File: src/include/rtzf_pkg.sv
// Purpose: Shared constants for the route indicator and management frame block
// Assumes: Byte-wide serial frames, one byte per accepted handshake
// Notes: Offsets are frame byte positions counted from the start delimiter
package rtzf_pkg;
	localparam logic [7:0] RTZF_START_DELIM = 8'h7E;
	localparam logic [7:0] RTZF_TYPE_ROUTE_IND = 8'hA3;
	localparam logic [7:0] RTZF_TYPE_EXPLICIT = 8'h11;
	localparam logic [15:0] RTZF_IND_LENGTH = 16'h000C;
	localparam logic [7:0] RTZF_RESERVED_VAL = 8'h00;
	localparam logic [7:0] RTZF_CHK_BASE = 8'hFF;
	localparam logic [7:0] RTZF_ZERO_BYTE = 8'h00;
	localparam logic [15:0] RTZF_ZDO_PROFILE = 16'h0000;
	// Frame byte positions
	localparam logic [4:0] RTZF_OFS_TYPE = 5'h03;
	localparam logic [4:0] RTZF_OFS_SRC64_FIRST = 5'h04;
	localparam logic [4:0] RTZF_OFS_SRC64_LAST = 5'h0B;
	localparam logic [4:0] RTZF_OFS_SRC16_MSB = 5'h0C;
	localparam logic [4:0] RTZF_OFS_SRC16_LSB = 5'h0D;
	localparam logic [4:0] RTZF_OFS_RESERVED = 5'h0E;
	localparam logic [4:0] RTZF_OFS_CHECKSUM = 5'h0F;
	localparam logic [4:0] RTZF_OFS_FRAME_ID = 5'h04;
	localparam logic [4:0] RTZF_OFS_RADIUS = 5'h15;
	// Default hop limit used when the host asks for zero
	localparam logic [7:0] RTZF_NET_MAX_HOPS = 8'h1E;
endpackage

File: src/core/rtzf_route_ind.sv
// Purpose: Emits the many-to-one route request indicator frame on the serial byte stream
// Assumes: Byte stream with valid/ready; one request pulse per received broadcast
// Notes: A two-entry skid buffer sits before the output so a receiver stall loses no byte
`timescale 1ns/1ps
`default_nettype none
module rtzf_route_ind
	import rtzf_pkg::*;
(
	// Clock and reset
	input wire logic CLK,
	input wire logic SYS_RST,
	// Indicator request from the network side
	input wire logic IND_REQ,
	input wire logic [63:0] IND_SRC64,
	input wire logic [15:0] IND_SRC16,
	output logic IND_BUSY,
	// Transmit options from the host frame parser
	input wire logic TX_REQ,
	input wire logic [7:0] TX_FRAME_ID,
	input wire logic [7:0] TX_RADIUS,
	output logic TX_STATUS_WANTED,
	output logic [7:0] TX_HOPS,
	// Serial byte stream toward the host
	output logic TX_VALID,
	output logic [7:0] TX_DATA,
	input wire logic TX_READY
);
	// Frame layout as it leaves the buffer, one byte per accepted handshake:
	//   position 0       start delimiter
	//   positions 1-2    length, high byte first
	//   position 3       frame type
	//   positions 4-11   sender long address, high byte first
	//   positions 12-13  initiator network address, high byte first
	//   position 14      reserved, always zero
	//   position 15      checksum over positions 3 to 14
	// The long address is shifted left one byte per push, so only its top byte
	// is ever read; this avoids a wide eight-way byte multiplexer.
	//
	// Buffer behaviour:
	//   The two-entry buffer accepts a push whenever it is not full.
	//   A pop and a push may fall in one cycle; the pop is applied first, so the
	//   pushed byte lands behind whatever remains.
	//   The framer never waits on the receiver directly, only on a full buffer,
	//   which keeps the ready path from the host out of the byte decode.
	//
	// Request handling:
	//   A new indicator request is taken only in the idle state.
	//   Busy stays high until the last byte has left the buffer, so a request
	//   that arrives mid-frame is dropped rather than queued.
	//   There is no queue for requests; the network side must retry or hold.
	//
	// Option decode:
	//   Status-wanted flag and hop limit of the latest host frame are held
	//   until the next host frame arrives; they do not depend on the framer.
	//
	// Valid is kept as its own flop so the output does not pass through a
	// compare after the counter.
	typedef enum logic [2:0] {
		RTZF_IDLE = 3'b001,
		RTZF_SEND = 3'b010,
		RTZF_DONE = 3'b100
	} rtzf_state_t;

	typedef struct packed {
		rtzf_state_t state;
		logic [4:0] idx;
		logic [63:0] src64;
		logic [15:0] src16;
		logic [7:0] sum;
		logic [1:0][7:0] buf_data;
		logic [1:0] cnt;
		logic out_valid;
		logic busy;
		logic status_wanted;
		logic [7:0] hops;
	} rtzf_regs_t;

	rtzf_regs_t r;
	rtzf_regs_t next_r;
	logic [7:0] cur_byte;
	logic push;
	logic pop;
	logic buf_ready;

	// Byte for the current frame position
	always_comb
	begin
		cur_byte = RTZF_ZERO_BYTE;
		if (r.idx == 5'h00)
			cur_byte = RTZF_START_DELIM;
		else if (r.idx == 5'h01)
			cur_byte = RTZF_IND_LENGTH[15:8];
		else if (r.idx == 5'h02)
			cur_byte = RTZF_IND_LENGTH[7:0];
		else if (r.idx == RTZF_OFS_TYPE)
			cur_byte = RTZF_TYPE_ROUTE_IND;
		else if (r.idx >= RTZF_OFS_SRC64_FIRST && r.idx <= RTZF_OFS_SRC64_LAST)
			cur_byte = r.src64[63:56];
		else if (r.idx == RTZF_OFS_SRC16_MSB)
			cur_byte = r.src16[15:8];
		else if (r.idx == RTZF_OFS_SRC16_LSB)
			cur_byte = r.src16[7:0];
		else if (r.idx == RTZF_OFS_RESERVED)
			cur_byte = RTZF_RESERVED_VAL;
		else if (r.idx == RTZF_OFS_CHECKSUM)
			cur_byte = RTZF_CHK_BASE - r.sum;
	end

	// Buffer handshake terms; only full buffer stalls the framer
	assign buf_ready = (r.cnt != 2'd2);
	assign push = (r.state == RTZF_SEND) && buf_ready;
	assign pop = (r.cnt != 2'd0) && TX_READY;

	// Next-state logic for framer, buffer and option decode
	always_comb
	begin
		next_r = r;
		// Transmit option decode from host frames
		if (TX_REQ)
		begin
			next_r.status_wanted = (TX_FRAME_ID != RTZF_ZERO_BYTE);
			next_r.hops = (TX_RADIUS == RTZF_ZERO_BYTE) ? RTZF_NET_MAX_HOPS : TX_RADIUS;
		end
		// Skid buffer: shift out on pop, append on push
		if (pop)
		begin
			next_r.buf_data[0] = r.buf_data[1];
			next_r.cnt = r.cnt - 2'd1;
		end
		if (push)
		begin
			next_r.buf_data[next_r.cnt[0]] = cur_byte;
			next_r.cnt = next_r.cnt + 2'd1;
		end
		// Registered valid mirrors the next fill level
		next_r.out_valid = (next_r.cnt != 2'd0);
		case (r.state)
			RTZF_IDLE:
			begin
				if (IND_REQ)
				begin
					next_r.src64 = IND_SRC64;
					next_r.src16 = IND_SRC16;
					next_r.idx = 5'h00;
					next_r.sum = RTZF_ZERO_BYTE;
					next_r.busy = 1'b1;
					next_r.state = RTZF_SEND;
				end
			end
			RTZF_SEND:
			begin
				if (push)
				begin
					// Sum covers everything after the length field and before the checksum
					if (r.idx >= RTZF_OFS_TYPE && r.idx < RTZF_OFS_CHECKSUM)
						next_r.sum = 8'(r.sum + cur_byte);
					if (r.idx >= RTZF_OFS_SRC64_FIRST && r.idx <= RTZF_OFS_SRC64_LAST)
						next_r.src64 = {r.src64[55:0], RTZF_ZERO_BYTE};
					if (r.idx == RTZF_OFS_CHECKSUM)
						next_r.state = RTZF_DONE;
					else
						next_r.idx = r.idx + 5'h01;
				end
			end
			RTZF_DONE:
			begin
				// Hold busy until the last byte leaves, so requests never overlap
				if (r.cnt == 2'd0)
				begin
					next_r.busy = 1'b0;
					next_r.state = RTZF_IDLE;
				end
			end
			default:
				next_r.state = RTZF_IDLE;
		endcase
	end

	// State register
	always_ff @(posedge CLK)
	begin
		if (SYS_RST)
		begin
			r <= '0;
			r.state <= RTZF_IDLE;
			r.hops <= RTZF_NET_MAX_HOPS;
		end
		else
			r <= next_r;
	end

	// Outputs straight from flops
	assign TX_VALID = r.out_valid;
	assign TX_DATA = r.buf_data[0];
	assign IND_BUSY = r.busy;
	assign TX_STATUS_WANTED = r.status_wanted;
	assign TX_HOPS = r.hops;
endmodule
`default_nettype wire

File: config.mk
export PLATFORM = sky130hd
export DESIGN_NAME = rtzf_route_ind
export DESIGN_NICKNAME = d
export VERILOG_FILES = /design/src/include/rtzf_pkg.sv /design/src/core/rtzf_route_ind.sv
export SDC_FILE = /design/constraint.sdc
export NUM_CORES = 1
export LEC_CHECK = 0
export BUFFER_PORTS_ARGS = -buffer_cell sky130_fd_sc_hd__buf_2
export CORE_MARGIN = 2
export CORE_UTILIZATION = 50
export DETAILED_ROUTE_END_ITERATION = 8
export PLACE_DENSITY = 0.87
export RECOVER_POWER = 50
export SLEW_MARGIN = 20
export SYNTH_ARGS = -nofsm -noshare
export SYNTH_HDL_FRONTEND = slang
export SYNTH_SLANG_ARGS = --single-unit
File: constraint.sdc
create_clock -name CLK -period 3.6 [get_ports CLK]
set_input_delay 0.54 -clock CLK [delete_from_list [all_inputs] [get_ports CLK]]
set_output_delay 0.54 -clock CLK [all_outputs]
set_load 0.1 [all_outputs]
==> reports/results.txt <==
DPL Wire Length = 10400 um
kind of launch point of the worst setup path = register
CP bufs+invs = 2
Gate power share = 13.4%
Peak VDD IR = 0.353 mV
Syn Nets = 895
initial DRC count = 412
Post-synth top flop = dfxtp_1
top cells by area, synth = dfxtp_1 39%, nor2_1 6.9%, nand2_1 6.4%, a311oi_2 6.1%, nand3_1 4.9%
first-pass detailed-route iteration total = 4
Tot GR Track Use = 22.7%
vias per cell = 5.63
fmax = 295 MHz
async set-reset flop share out of synthesis = 0%
Worst-path clk slew = 0.06 ns
GRT busiest layer = met2
hold path start = IND_SRC64[7]
CTS buffer count = 17
Setup Viol. Count Final = 0
vias = 5880
status = finished, final reports clean
Synthesis Warnings = 0
delay-heaviest family, CP = compound AO/OA/AOI/OAI gates
top-area cell type share of the netlist area = 39.2%
Hold WC Path Type = input port to register
Slew HR = 0.904%
met3 Usage GRT = 5.92%
GRT overflow = 0
Final TNS setup = 0 ns
initial antenna violation count = 0
die area = 13700 um^2
Clk pwr share = 44.9%
Slew Limit Fails = 0
min Tclk post-route = 3.39 ns
reg2reg end = r[36]
fin crit share = 94.3%
R2R depth = 14
# hold bufs at CTS = 0
first-pass GRT wire length = 24400 um
cell row count = 41
Post-Layout Inst Area = 7500 um^2
Final Hold Vio Count = 0
Largest stage delay, worst path = 0.42 ns
Worst Path Max Fanout = 6
clk buf depth = 2
crit path DAT = 3.66 ns
critical path, cell by cell = inv_1 -> ha_1 -> or2_2 -> a21o_1 -> o22a_1 -> o32a_1 -> inv_1 -> ha_1 -> a21oi_1 -> o2111ai_1 -> nand2_1 -> nor2_1 -> a221oi_1 -> a21oi_1
Fin Clk Skew = 0.00769 ns
internal power = 2690 uW
Root Driver = clkbuf_16
fillers = 1128
synth unique cells = 61
core box area = 12500 um^2
post-synthesis sequential area ratio = 39.2%
Sw Pwr = 972 uW
final net count = 976
Final Power = 3660 uW
Leak = 0.00290 uW
R2R Path Start = r[117]
clk sink count = 125
CP max-delay cell = dfxtp_1
Crit Path Class = register to register
vias in the first global route = 5214
Reg power frac = 41.7%
final wirelength = 15200 um
starting density of the core = 51.0%
Worst Hold Path EP = r[60]
DR WL/cell = 14.5 um
Post-synth EDFFs = 0
met1 Track Usage GR = 29.4%
number of I/O pins = 120
Min Hold Slack = 0.356 ns
DP Area = 6980 um^2
largest net degree at the start of global routing = 113
hold path cells = 3
most area-hungry cell type in the Yosys netlist = dfxtp_1
share of post-route cells with drive strength above 1 = 21.8%
M2 GR Usage = 35.6%
Reg2Reg Setup Slack = 0.21 ns
layout overhead on the synthesized area = 17.4%
final core utilization = 59.9%
post-synthesis cell count = 778
chip width = 117 um
WP data required = 3.86 ns
CTS tree = yes
#FFs+latches synth = 125
gpl congestion = 0.941
# diodes = 0
Worst-Margin Slew = 1.49 ns
Pwr per Cell Area = 489 nW/um^2
cell area after synthesis = 6380 um^2
clk_lat worst skew = 0.42 ns
max cap viols = 0
Post-DRT Antenna Nets = 0
Die Height = 117 um
H-tree depth = 4
switch share = 26.5%
CP startpoint = r[117]
CP endpoint kind = register
Residual DRC = 0
critical path depth = 14
number of I/O port buffers = 119
Syn Area/Cell = 8.21 um^2
RSZ-0062 raised after global routing = false
==> routing by layer <==
| layer | part of all wire [%] | routed length (um) |
|---|---|---|
| met4 | 2.7 | 410 |
| met3 | 5.2 | 782 |
| met5 | 0 | 0 |
| met2 | 47 | 7160 |
| met1 | 45 | 6820 |
==> cell usage after synthesis (6+ instances only) <==
| library cell | n |
|---|---|
| mux2i_1 | 9 |
| mux2_2 | 6 |
| a311oi_2 | 26 |
| a211oi_1 | 16 |
| nor2_1 | 118 |
| nor3_1 | 11 |
| a21oi_1 | 42 |
| clkbuf_1 | 39 |
| buf_2 | 20 |
| nand2_1 | 108 |
| a311oi_1 | 31 |
| inv_1 | 21 |
| dfxtp_1 | 125 |
| ha_1 | 15 |
| nand3_1 | 62 |
| buf_4 | 17 |
| a22oi_1 | 9 |
| o21ai_0 | 12 |
==> how the worst max path moves through the flow <==
stage,endpoint,slack [ns]
after floorplan,r[35],0.19
after global placement,r[35],0.21
after detailed placement,r[35],0.12
after CTS,r[35],0.10
after global routing,r[36],0.002
final,r[36],0.21
==> layout make-up <==
cell class / count / area (um^2) / area share, %
Clock buffer: 20 / 457 / 6.09
Clock inverter: 12 / 120 / 1.60
Inverter: 21 / 78.8 / 1.05
Multi-Input combinational cell: 552 / 3380 / 45.1
Sequential cell: 125 / 2500 / 33.4
Tap cell: 172 / 215 / 2.87
Timing Repair Buffer: 142 / 738 / 9.85
==> tightest hold or removal path: cells and delay by family <==
kind,cells,cell delay [ns]
and+or+nand+nor,1,0.08
buffers and inverters,1,0.07
AOI/OAI and AO/OA,1,0.05
==> power by group through the flow <==
stage               logic [uW]  registers, uW  clock network, uW
CTS                        502           1530               1670
global placement           492           1550                  0
detailed placement         500           1550                  0
global route               540           1540               1730
floorplan                  353           1580                  0
finish                     491           1530               1640
==> per-stage QoR <==
stage	std cells	setup WS (ns)
finish	1044	0.205
global route	1044	0.00157
CTS	1044	0.104
detailed placement	1012	0.120
global placement	1012	0.209
floorplan	778	0.189
==> flip-flops by register name, indices dropped and copies added, names as in the netlist <==
register and count:
TX_STATUS_WANTED 1, TX_DATA 8, TX_VALID 1, TX_HOPS 8, IND_BUSY 1, r 106
==> cells in the final DEF (no fill, tap or decap), drive strengths merged, types with 3 or more instances in the layout <==
cell type	count
a211oi	16
a21boi	4
a21oi	43
a221oi	5
a22oi	9
a311oi	57
and3	3
buf	119
clkbuf	43
clkinv	6
clkinvlp	4
dfxtp	125
ha	15
inv	21
mux2	6
mux2i	9
nand2	108
nand2b	5
nand3	62
nand3b	4
nor2	118
nor2b	5
nor3	12
nor3b	3
nor4	4
o21a	4
o21ai	14
o22a	4
o22ai	5
xnor2	4
==> logic make-up (layout without fill, tap and decap cells) <==
family / Yosys count / count (layout) / share of synthesized area, %
mux: 15 / 15 / 2.47
buf+inv: 101 / 195 / 7.70
simple gates: 335 / 335 / 23.0
compound gates: 181 / 181 / 23.7
fa+ha+maj: 16 / 16 / 3.25
flops: 125 / 125 / 39.2
xor+xnor: 5 / 5 / 0.686
==> repair_timing <==
item                       4_1_cts  5_1_grt
setup buffers                    0        0
resized for setup                0        5
setup endpoints to repair        0        4
Power figures use the tool's default switching activity.
